===== src/design/pixel_gain_pkg.sv =====
// Purpose: Shared constants and types for the pixel gain and bit shift stage.
// Assumes: One clock domain; registers reached over a plain strobe port.
// Notes: Ratios are unsigned fixed point with two integer and six fraction bits.
package pixel_gain_pkg;

  localparam int ADC_W = 12;
  localparam int RATIO_W = 8;
  localparam int RATIO_FRAC = 6;
  localparam int SHIFT_W = 3;
  localparam int ADDR_W = 5;
  localparam int DATA_W = 32;
  localparam int PROD_W = ADC_W + RATIO_W;

  // Register byte offsets.
  localparam logic [ADDR_W-1:0] ADDR_SEL = 5'h00;
  localparam logic [ADDR_W-1:0] ADDR_RATIO = 5'h04;
  localparam logic [ADDR_W-1:0] ADDR_SHIFT = 5'h08;
  localparam logic [ADDR_W-1:0] ADDR_FORMAT = 5'h0C;
  localparam logic [ADDR_W-1:0] ADDR_STATUS = 5'h10;

  // Field positions.
  localparam int FMT8_BIT = 0;
  localparam int STAT_SAT_BIT = 0;
  localparam int STAT_CLIP_BIT = 1;

  // Reset values and limits.
  localparam logic [RATIO_W-1:0] RATIO_UNITY = 8'h40;
  localparam logic [SHIFT_W-1:0] SHIFT_RST = 3'h0;
  localparam logic [SHIFT_W-1:0] SHIFT_MAX = 3'h4;
  localparam logic FMT_RST = 1'b0;
  localparam logic [ADC_W-1:0] PIX_FULL12 = 12'hFFF;
  localparam logic [ADC_W-1:0] PIX_FULL8 = 12'h0FF;

  typedef enum logic [1:0]
  {
    COLOR_RED = 2'h0,
    COLOR_GREEN = 2'h1,
    COLOR_BLUE = 2'h2,
    COLOR_NONE = 2'h3
  } color_e;

endpackage : pixel_gain_pkg


===== src/design/bit_window_shift.sv =====
// Purpose: Selects the output bit window of a 12-bit sample and saturates.
// Assumes: Shift is 0 to 4; larger codes are kept out by the register file.
// Notes: Purely combinational; the caller registers the result.
`timescale 1ns/1ps
`default_nettype none
module bit_window_shift (
  input wire logic [pixel_gain_pkg::ADC_W-1:0] sample,
  input wire logic [pixel_gain_pkg::SHIFT_W-1:0] shift,
  input wire logic fmt8,
  output logic [pixel_gain_pkg::ADC_W-1:0] pixel,
  output logic sat
);

  logic [15:0] widened;
  logic [pixel_gain_pkg::ADC_W-1:0] over_mask;

  always_comb
  begin
    widened = {4'h0, sample} << shift;
    // Bits above the chosen window; any one set forces full scale.
    over_mask = ~(pixel_gain_pkg::PIX_FULL12 >> shift);
    sat = |(sample & over_mask);
    if (fmt8)
    begin
      // Eight bits taken from eleven-minus-shift downward.
      pixel = sat ? pixel_gain_pkg::PIX_FULL8 : {4'h0, widened[11:4]};
    end
    else
    begin
      // Low bits fill with zeros as the window moves down.
      pixel = sat ? pixel_gain_pkg::PIX_FULL12 : widened[11:0];
    end
  end

endmodule : bit_window_shift
`default_nettype wire


===== src/design/pixel_color_gain_bit_shift.sv =====
// Purpose: Per-color balance gain followed by a selectable bit-window shift.
// Assumes: Pixels arrive one per valid cycle with their color filter position.
// Notes: Two cycles from pixel in to pixel out; 8-bit results sit in bits 7:0.
//
// The plain strobed port and the register offsets were left to the implementer.
`timescale 1ns/1ps
`default_nettype none
module pixel_color_gain_bit_shift (
  input wire logic clk_sys,
  input wire logic sys_rst,
  input wire logic [pixel_gain_pkg::ADDR_W-1:0] reg_addr,
  input wire logic [pixel_gain_pkg::DATA_W-1:0] reg_wdata,
  input wire logic reg_wr,
  input wire logic reg_rd,
  output logic [pixel_gain_pkg::DATA_W-1:0] reg_rdata,
  input wire logic pix_valid,
  input wire logic [pixel_gain_pkg::ADC_W-1:0] pix_data,
  input wire logic [1:0] pix_color,
  output logic out_valid,
  output logic [pixel_gain_pkg::ADC_W-1:0] out_data,
  output logic [1:0] out_color
);

  // Ratio storage, indexed by color code.
  logic [pixel_gain_pkg::RATIO_W-1:0] ratio_reg [0:2];
  logic [pixel_gain_pkg::RATIO_W-1:0] ratio_next [0:2];
  logic [1:0] sel_reg;
  logic [1:0] sel_next;
  logic [pixel_gain_pkg::SHIFT_W-1:0] shift_reg;
  logic [pixel_gain_pkg::SHIFT_W-1:0] shift_next;
  logic fmt8_reg;
  logic fmt8_next;
  logic [1:0] status_reg;
  logic [1:0] status_next;
  logic [pixel_gain_pkg::DATA_W-1:0] rdata_reg;
  logic [pixel_gain_pkg::DATA_W-1:0] rdata_next;

  // Gain stage.
  logic gain_valid_reg;
  logic gain_valid_next;
  logic [pixel_gain_pkg::ADC_W-1:0] gain_pix_reg;
  logic [pixel_gain_pkg::ADC_W-1:0] gain_pix_next;
  logic [1:0] gain_color_reg;
  logic [1:0] gain_color_next;
  logic gain_clip;

  // Output stage.
  logic out_valid_reg;
  logic out_valid_next;
  logic [pixel_gain_pkg::ADC_W-1:0] out_data_reg;
  logic [pixel_gain_pkg::ADC_W-1:0] out_data_next;
  logic [1:0] out_color_reg;
  logic [1:0] out_color_next;
  logic [pixel_gain_pkg::ADC_W-1:0] window_pix;
  logic window_sat;

  // Ratio that applies to a color code; unknown positions pass at unity.
  function automatic logic [pixel_gain_pkg::RATIO_W-1:0] ratio_of(
    input logic [1:0] color,
    input logic [pixel_gain_pkg::RATIO_W-1:0] r0,
    input logic [pixel_gain_pkg::RATIO_W-1:0] r1,
    input logic [pixel_gain_pkg::RATIO_W-1:0] r2
  );
    logic [pixel_gain_pkg::RATIO_W-1:0] r;
    unique case (color)
      pixel_gain_pkg::COLOR_RED: r = r0;
      pixel_gain_pkg::COLOR_GREEN: r = r1;
      pixel_gain_pkg::COLOR_BLUE: r = r2;
      default: r = pixel_gain_pkg::RATIO_UNITY;
    endcase
    return r;
  endfunction : ratio_of

  // Scaled value with a clip flag on top: {clip, value}.
  function automatic logic [pixel_gain_pkg::ADC_W:0] apply_gain(
    input logic [pixel_gain_pkg::ADC_W-1:0] sample,
    input logic [pixel_gain_pkg::RATIO_W-1:0] ratio
  );
    logic [pixel_gain_pkg::PROD_W-1:0] prod;
    logic [pixel_gain_pkg::PROD_W-pixel_gain_pkg::RATIO_FRAC-1:0] scaled;
    logic [pixel_gain_pkg::ADC_W:0] res;
    prod = {{pixel_gain_pkg::RATIO_W{1'b0}}, sample}
      * {{pixel_gain_pkg::ADC_W{1'b0}}, ratio};
    scaled = prod[pixel_gain_pkg::PROD_W-1:pixel_gain_pkg::RATIO_FRAC];
    if (|scaled[pixel_gain_pkg::PROD_W-pixel_gain_pkg::RATIO_FRAC-1:pixel_gain_pkg::ADC_W])
    begin
      res = {1'b1, pixel_gain_pkg::PIX_FULL12};
    end
    else
    begin
      res = {1'b0, scaled[pixel_gain_pkg::ADC_W-1:0]};
    end
    return res;
  endfunction : apply_gain

  // Register file next state.
  always_comb
  begin
    sel_next = sel_reg;
    shift_next = shift_reg;
    fmt8_next = fmt8_reg;
    status_next = status_reg;
    for (int i = 0; i < 3; i++)
    begin
      ratio_next[i] = ratio_reg[i];
    end
    rdata_next = '0;
    if (reg_wr)
    begin
      unique case (reg_addr)
        pixel_gain_pkg::ADDR_SEL:
        begin
          // The unused code is refused so the selector always names a channel.
          if (reg_wdata[1:0] != pixel_gain_pkg::COLOR_NONE)
          begin
            sel_next = reg_wdata[1:0];
          end
        end
        pixel_gain_pkg::ADDR_RATIO:
        begin
          // The full 8-bit code is legal: 0.00 to 255/64.
          ratio_next[sel_reg] = reg_wdata[pixel_gain_pkg::RATIO_W-1:0];
        end
        pixel_gain_pkg::ADDR_SHIFT:
        begin
          if (reg_wdata[pixel_gain_pkg::SHIFT_W-1:0] <= pixel_gain_pkg::SHIFT_MAX
              && reg_wdata[pixel_gain_pkg::DATA_W-1:pixel_gain_pkg::SHIFT_W] == '0)
          begin
            shift_next = reg_wdata[pixel_gain_pkg::SHIFT_W-1:0];
          end
        end
        pixel_gain_pkg::ADDR_FORMAT:
        begin
          fmt8_next = reg_wdata[pixel_gain_pkg::FMT8_BIT];
        end
        pixel_gain_pkg::ADDR_STATUS:
        begin
          status_next = status_reg & ~reg_wdata[1:0];
        end
        default:
        begin
          sel_next = sel_reg;
        end
      endcase
    end
    // A new event wins over a clear in the same cycle.
    if (out_valid_next && window_sat)
    begin
      status_next[pixel_gain_pkg::STAT_SAT_BIT] = 1'b1;
    end
    if (gain_valid_next && gain_clip)
    begin
      status_next[pixel_gain_pkg::STAT_CLIP_BIT] = 1'b1;
    end
    if (reg_rd)
    begin
      unique case (reg_addr)
        pixel_gain_pkg::ADDR_SEL: rdata_next = {30'h0, sel_reg};
        pixel_gain_pkg::ADDR_RATIO:
          rdata_next = {24'h0, ratio_of(sel_reg, ratio_reg[0], ratio_reg[1], ratio_reg[2])};
        pixel_gain_pkg::ADDR_SHIFT: rdata_next = {29'h0, shift_reg};
        pixel_gain_pkg::ADDR_FORMAT: rdata_next = {31'h0, fmt8_reg};
        pixel_gain_pkg::ADDR_STATUS: rdata_next = {30'h0, status_reg};
        default: rdata_next = '0;
      endcase
    end
  end

  always_ff @(posedge clk_sys or posedge sys_rst)
  begin
    if (sys_rst)
    begin
      for (int i = 0; i < 3; i++)
      begin
        ratio_reg[i] <= pixel_gain_pkg::RATIO_UNITY;
      end
      sel_reg <= pixel_gain_pkg::COLOR_RED;
      shift_reg <= pixel_gain_pkg::SHIFT_RST;
      fmt8_reg <= pixel_gain_pkg::FMT_RST;
      status_reg <= 2'h0;
      rdata_reg <= '0;
    end
    else
    begin
      for (int i = 0; i < 3; i++)
      begin
        ratio_reg[i] <= ratio_next[i];
      end
      sel_reg <= sel_next;
      shift_reg <= shift_next;
      fmt8_reg <= fmt8_next;
      status_reg <= status_next;
      rdata_reg <= rdata_next;
    end
  end

  // Gain stage: the ratio is picked by the pixel's filter position.
  always_comb
  begin
    gain_valid_next = pix_valid;
    gain_color_next = pix_valid ? pix_color : gain_color_reg;
    // Unity gives sample*64>>6, the sample itself; below one also lowers the ceiling.
    {gain_clip, gain_pix_next} = apply_gain(pix_data,
      ratio_of(pix_color, ratio_reg[0], ratio_reg[1], ratio_reg[2]));
    if (!pix_valid)
    begin
      gain_pix_next = gain_pix_reg;
    end
  end

  always_ff @(posedge clk_sys or posedge sys_rst)
  begin
    if (sys_rst)
    begin
      gain_valid_reg <= 1'b0;
      gain_pix_reg <= '0;
      gain_color_reg <= 2'h0;
    end
    else
    begin
      gain_valid_reg <= gain_valid_next;
      gain_pix_reg <= gain_pix_next;
      gain_color_reg <= gain_color_next;
    end
  end

  // Shift stage: window selection and saturation.
  bit_window_shift window_u (
    .sample(gain_pix_reg),
    .shift(shift_reg),
    .fmt8(fmt8_reg),
    .pixel(window_pix),
    .sat(window_sat)
  );

  always_comb
  begin
    out_valid_next = gain_valid_reg;
    out_data_next = gain_valid_reg ? window_pix : out_data_reg;
    out_color_next = gain_valid_reg ? gain_color_reg : out_color_reg;
  end

  always_ff @(posedge clk_sys or posedge sys_rst)
  begin
    if (sys_rst)
    begin
      out_valid_reg <= 1'b0;
      out_data_reg <= '0;
      out_color_reg <= 2'h0;
    end
    else
    begin
      out_valid_reg <= out_valid_next;
      out_data_reg <= out_data_next;
      out_color_reg <= out_color_next;
    end
  end

  assign reg_rdata = rdata_reg;
  assign out_valid = out_valid_reg;
  assign out_data = out_data_reg;
  assign out_color = out_color_reg;
endmodule : pixel_color_gain_bit_shift
`default_nettype wire


===== config.mk =====
export PLATFORM = sky130hd
export DESIGN_NAME = pixel_color_gain_bit_shift
export DESIGN_NICKNAME = d
export VERILOG_FILES = /design/src/design/pixel_gain_pkg.sv /design/src/design/bit_window_shift.sv /design/src/design/pixel_color_gain_bit_shift.sv
export SDC_FILE = /design/constraint.sdc
export NUM_CORES = 1
export LEC_CHECK = 0
export ABC_AREA = 1
export BUFFER_PORTS_ARGS = -buffer_cell sky130_fd_sc_hd__buf_2
export CAP_MARGIN = 10
export CORE_UTILIZATION = 61
export CTS_BUF_LIST = sky130_fd_sc_hd__clkbuf_4 sky130_fd_sc_hd__clkbuf_8
export DETAILED_ROUTE_END_ITERATION = 6
export PLACE_DENSITY = 0.81
export SYNTH_ARGS = -nofsm -noshare
export SYNTH_HDL_FRONTEND = slang
export SYNTH_SLANG_ARGS = --single-unit

===== constraint.sdc =====
create_clock -name clk_sys -period 11 [get_ports clk_sys]
set_input_delay 0.55 -clock clk_sys [delete_from_list [all_inputs] [get_ports clk_sys]]
set_output_delay 0.55 -clock clk_sys [all_outputs]
set_load 0.02 [all_outputs]

Word-level counts from Yosys, hierarchy flattened
Cells that the tools add are included.
{"block": "word_totals", "register_bits": 94, "inputBits": 56, "elab_cells": 70, "output_inout_bits": 47}
{"block": "op_classes", "reduce_logical": 20, "n_shift": 2, "bitwise_logic": 5, "order_cmp": 3, "n_eq_ne": 9, "multipliers": 1, "muxes": 15}
{"operator": "8-bit case mux with 3 select lines", "n": 2}
{"operator": "8-bit case mux with 5 select lines", "n": 1}
{"operator": "29-bit logical NOT", "n": 1}
{"operator": "24-bit bitwise mux", "n": 1}
{"operator": "12-bit two-way mux", "n": 2}
{"operator": "8-bit two-way mux", "n": 3}
{"operator": "12-bit by 8-bit multiplier with 20-bit output", "n": 1}
{"operator": "8-bit demux with 2-bit select", "n": 1}
{"operator": "13-bit two-way mux", "n": 1}
{"operator": "12-bit bitwise AND", "n": 1}
{"operator": "12-bit NOT", "n": 1}
{"operator": "12-bit OR reduction", "n": 1}
{"operator": "12-bit by 3-bit << shifter with 12-bit output", "n": 1}
{"operator": "12-bit by 3-bit right shift with 12-bit output (first input constant)", "n": 1}
{"operator": "5-bit by 4-bit equality test with 1-bit output (second input constant)", "n": 2}
{"operator": "2-bit AND reduction", "n": 4}
{"operator": "2-bit nonzero test", "n": 4}
{"operator": "3-bit AND reduction", "n": 2}
{"operator": "5-bit by 3-bit equality test with 1-bit output (second input constant)", "n": 1}
{"operator": "5-bit equality test (second input constant)", "n": 1}
{"operator": "5-bit logical NOT", "n": 1}
{"operator": "2-bit by 1-bit equality test with 1-bit output (second input constant)", "n": 2}
{"operator": "2-bit equality test (second input constant)", "n": 2}
{"operator": "1-bit logical AND", "n": 4}
{"operator": "other kinds (11)", "n": 14}

Depth between registers and ports, before layout
{"block": "depth", "ltp_word": 8, "depth_mapped": 31, "ltp_nobuf": 30}

Hierarchy
From an unflattened synthesis, not the netlist that was laid out.
{"block": "unflattened", "hier_cells": 1001, "area_unflattened_um2": 7325.8}
{"mod": "pixel_color_gain_bit_shift", "area_per_inst_um2": 6678.9, "seq_area_each_um2": 1755.4, "cells_per_inst": 859, "instances": 1}
{"mod": "bit_window_shift", "area_per_inst_um2": 646.9, "seq_area_each_um2": 0.0, "cells_per_inst": 142, "instances": 1}

Worst setup path after synthesis
No wires, ideal clock.
{"block": "synth_path", "path_type": "in2reg", "from": "input pix_color[0]", "to": "register gain_pix_reg[10] in the netlist's numbering", "slack_ns": 5.799, "setup_ns": 0.117, "arrival_ns": 5.084, "required_time_ns": 10.883, "n_path_buf": 1, "cell_stages": 26, "cell_sequence": "inv_1 nor2_1 inv_1 o211ai_1 clkbuf_1 nand2_1 fa_1 fa_1 inv_1 fa_1 inv_1 fa_1 inv_1 ha_1 a21oi_1 o21ai_0 a211oi_1 nand2_1 nand2_1 nand2_1 nand2_1 nand2_1 inv_1 nand3_1 nand2_1 nand2_1"}
{"block": "synth_via", "elab_chain_cells": 5, "elab_cells_between_ends": 7, "classes_between": "mul (1); eq/ne (2); mux (2); reduce/logical (2)"}
{"item": "start, declared", "line": "pixel_color_gain_bit_shift.sv:18", "rtl": "input wire logic [1:0] pix_color,"}
{"item": "2-bit equality test, or another cell as far along", "line": "pixel_color_gain_bit_shift.sv:65", "rtl": "unique case (color)"}
{"item": "8-bit case mux with 3 select lines *", "line": "pixel_color_gain_bit_shift.sv:65"}
{"item": "12-bit by 8-bit multiplier with 20-bit output *", "line": "pixel_color_gain_bit_shift.sv:83", "rtl": "* {{pixel_gain_pkg::ADC_W{1'b0}}, ratio};"}
{"item": "2-bit OR reduction", "line": "pixel_color_gain_bit_shift.sv:85", "rtl": "if (|scaled[pixel_gain_pkg::PROD_W-pixel_gain_pkg::RATIO_FRAC-1:pixel_gain_pkg::ADC_W])"}
{"item": "13-bit two-way mux *", "line": "pixel_color_gain_bit_shift.sv:85"}
{"item": "end signal, assigned", "line": "pixel_color_gain_bit_shift.sv:222", "rtl": "gain_pix_reg <= gain_pix_next;"}
{"item": "end, declared", "line": "pixel_color_gain_bit_shift.sv:41", "rtl": "logic [pixel_gain_pkg::ADC_W-1:0] gain_pix_reg;"}
Mark *: on every way between the ends. The rest lies on a longest branch, timed or not.
A chain may end at the register's enable or synchronous reset.

Final worst setup path
{"block": "layout_path", "from": "input pix_color[0]", "to": "register gain_pix_reg[3] in the netlist's numbering"}
Same word-level chain as after synthesis.

==> flow_metrics.py <==
metrics = {
    "power_and_ir_drop": {
        "p_seq_share_pct": 35.0,
        "p_sw_w": 0.000375,
        "vdd_drop_max_mv": 0.104,
        "powerDensity_nw_per_um2": 124,
        "p_int_w": 0.000574,
        "p_comb_share_pct": 39.8,
        "swShare_pct": 39.5,
        "clockPowerShare_pct": 25.2,
        "p_leak_nw": 4.54,
    },
    "yosys": {
        "synthDistinctLibCells": 43,
        "yosys_warnings": 0,
        "async_reset_ff_share_pct": 100,
        "netlist_area_um2": 7080,
        "synth-seq-cells": 70,
        "syn_area_per_cell_um2": 7.19,
        "postSynthCellCount": 985,
        "synth-seq-area-share_pct": 24.8,
        "synth_top_flop_cell": "dfrtp_1",
        "synth_edf_count": 0,
    },
    "layout": {
        "fin_util_pct": 68.9,
        "layout_common_cells": "nand2_1, inv_1, buf_2, o21ai_0, dfrtp_1",
        "fill_cells": 930,
        "area_growth_pct": 7.83,
        "drive_gt1_share_pct": 13.0,
        "final_common_cell": "nand2_1",
        "nets": 1190,
        "largest_register_ff_count": 24,
        "n_antenna_cell": 0,
        "postLayoutCellArea_um2": 7630,
    },
    "global_routing": {
        "grt-ovfl-total": 0,
        "grt_antenna_before_repair": 0,
        "grtUsageTotal_pct": 28.8,
        "grt_max_degree": 71,
        "grt_pass1_vias": 5957,
        "grt_pass1_wl_um": 26900,
    },
    "worst_setup_path": {
        "crit_required_ns": 11.24,
        "endpoint_kind": "register",
        "r2r_setup_slack_ns": 5.65,
        "crit_type": "primary input to register",
        "worst_r2r_path_depth": 22,
        "cp_data_arrival_time_ns": 6.03,
        "timing.rr.start": "ratio_reg[13]",
        "rr_endpoint": "gain_pix_reg[3]",
        "crit_path_start_kind": "primary input",
        "cp_max_fo": 12,
    },
    "timing": {
        "tns_ns": 0,
        "rsz0062_at_grt": "no",
        "fin_worst_skew_ns": 0.00819,
        "hold_violations": 0,
        "layout_min_cycle_time_ns": 5.79,
        "slew_headroom_pct": 31.8,
        "holdWs_ns": 0.426,
        "fmax_ghz": 0.173,
        "setup_slack_ns": 5.21,
        "slew_violations": 0,
        "setup_viol": 0,
        "worst_pin_slew_ns": 1.02,
        "fin_crit_sh_pct": 52.6,
    },
    "outcome": {
        "status": "complete, no violations",
    },
    "floorplan": {
        "core_area_um2": 11100,
        "start_util_pct": 63.9,
        "die_area_um2": 12000,
        "ios": 103,
        "die_h_um": 110,
        "rows": 38,
        "die_w_um": 110,
    },
    "place": {
        "placed_cell_area_um2": 7400,
        "place_ws_ns": 4.92,
        "hpwl_um": 12200,
        "place.gp.congestion": 0.880,
        "io_buffers": 78,
    },
    "routing": {
        "first_iter_violations": 514,
        "antenna_left": 0,
        "wl_um": 15400,
        "vias": 6220,
        "drt_first_pass_iters": 5,
        "wl_per_cell_um": 13.1,
        "route.detailed.drc": 0,
        "viasPerCell": 5.26,
    },
    "clock_tree": {
        "root_buffer": "clkbuf_8",
        "clkTransAtPathRegs_ns": 0.08,
        "cts_buffer_depth": 2,
        "clk_latency_ns": 0.35,
        "cts_inserted_buffers": 9,
        "numClockSinks": 70,
        "cts_tree": "yes",
        "cts_setup_buffers": 0,
        "cts_htree_levels": 3,
        "cts_resized": 0,
        "cts_hold_buf": 0,
    },
    "worst_hold_path": {
        "hold_class": "primary input to asynchronous set/reset pin",
    },
    "run": {
        "max-cap-violations": 0,
    },
}
==> stage by stage <==
step | total power, W | cells
finish | 0.000948 | 1183
global route | 0.00103 | 1183
CTS | 0.000952 | 1183
detailed placement | 0.000713 | 1167
global placement | 0.000706 | 1167
floorplan | 0.000624 | 1008
==> cell type report <==
class | count | area, µm² | share of cell area (%)
multi-input combinational | 675 | 4310 | 56.5
sequential | 70 | 1760 | 23.0
inverter | 203 | 762 | 9.98
timing repair buffer | 79 | 398 | 5.21
tap | 140 | 175 | 2.29
clock buffer | 11 | 151 | 1.98
clock inverter | 5 | 81.3 | 1.07
==> Yosys cell counts (3+ instances only) <==
master    count  share of area [%]
nand2_1     260                 14
inv_1       202                 11
o21ai_0      71                5.0
dfrtp_1      67                 24
nor2_1       63                3.3
fa_1         59                 17
nand3_1      41                2.9
ha_1         37                6.5
a21oi_1      24                1.7
buf_4        24                2.5
clkbuf_1     23                1.2
nor2_2       18                1.6
clkbuf_2      9               0.64
nand2_2       8               0.71
nor4_1        8               0.71
a31oi_1       7               0.62
a21o_1        5               0.53
a221oi_1      5               0.62
nand4_1       5               0.44
nor3_1        5               0.35
o211ai_1      5               0.53
or2_2         5               0.44
buf_2         3               0.21
dfstp_2       3                1.1
xor2_1        3               0.37
==> power groups by stage <==
stage / registers, W / logic, W / clock network, W
finish: 0.000332 / 0.000378 / 0.000239
floorplan: 0.000343 / 0.000281 / 0
CTS: 0.000331 / 0.000380 / 0.000241
global route: 0.000338 / 0.000440 / 0.000253
global placement: 0.000335 / 0.000371 / 0
detailed placement: 0.000336 / 0.000377 / 0
==> how the worst max path moves through the flow <==
stage | cells after the start | start | slack, ns | end
after floorplan | 26 | pix_color[0] | 5.80 | gain_pix_reg[10]
after CTS | 25 | pix_color[0] | 5.23 | gain_pix_reg[3]
after detailed placement | 25 | pix_color[0] | 4.92 | gain_pix_reg[0]
after global routing | 23 | pix_color[0] | 4.71 | gain_pix_reg[3]
final | 25 | pix_color[0] | 5.21 | gain_pix_reg[3]
after global placement | 23 | pix_color[0] | 5.05 | gain_pix_reg[8]
==> critical path, stage by stage <==
cell	delay, ns
buf_2	0.15
inv_1	0.09
nor2_1	0.30
inv_1	0.10
o211ai_1	0.82
nand2_1	0.13
inv_1	0.13
fa_1	0.42
fa_1	0.53
fa_1	0.55
inv_1	0.07
fa_1	0.53
inv_1	0.04
ha_1	0.38
nand2_1	0.12
nor2_1	0.12
nand3_1	0.11
nand2_1	0.13
nand3b_1	0.10
nand2_1	0.07
nand2_1	0.05
nand2_1	0.10
nand2_2	0.20
nor2_2	0.17
nor2_2	0.04
==> routing by layer <==
layer	up-vias	share of wire, %	track usage [%]	wire [µm]
li1	3084	-	-	-
met1	2880	43	36.7	6620
met2	226	49	51.0	7600
met3	30	5.6	3.56	870
met4	0	2.2	9.33	344
met5	-	0	0	0
==> kinds of logic (layout without fill, tap and decap cells) <==
family / count (synthesis) / count (layout) / synth area share (%)
buf+inv: 263 / 298 / 15.5
flops: 70 / 70 / 24.8
fa+ha+maj: 96 / 96 / 23.2
compound gates: 132 / 132 / 10.7
other cells: 1 / 24 / 0.0530
xor+xnor: 4 / 4 / 0.495
simple gates: 419 / 419 / 25.2
(Power assumes the default switching activity.)
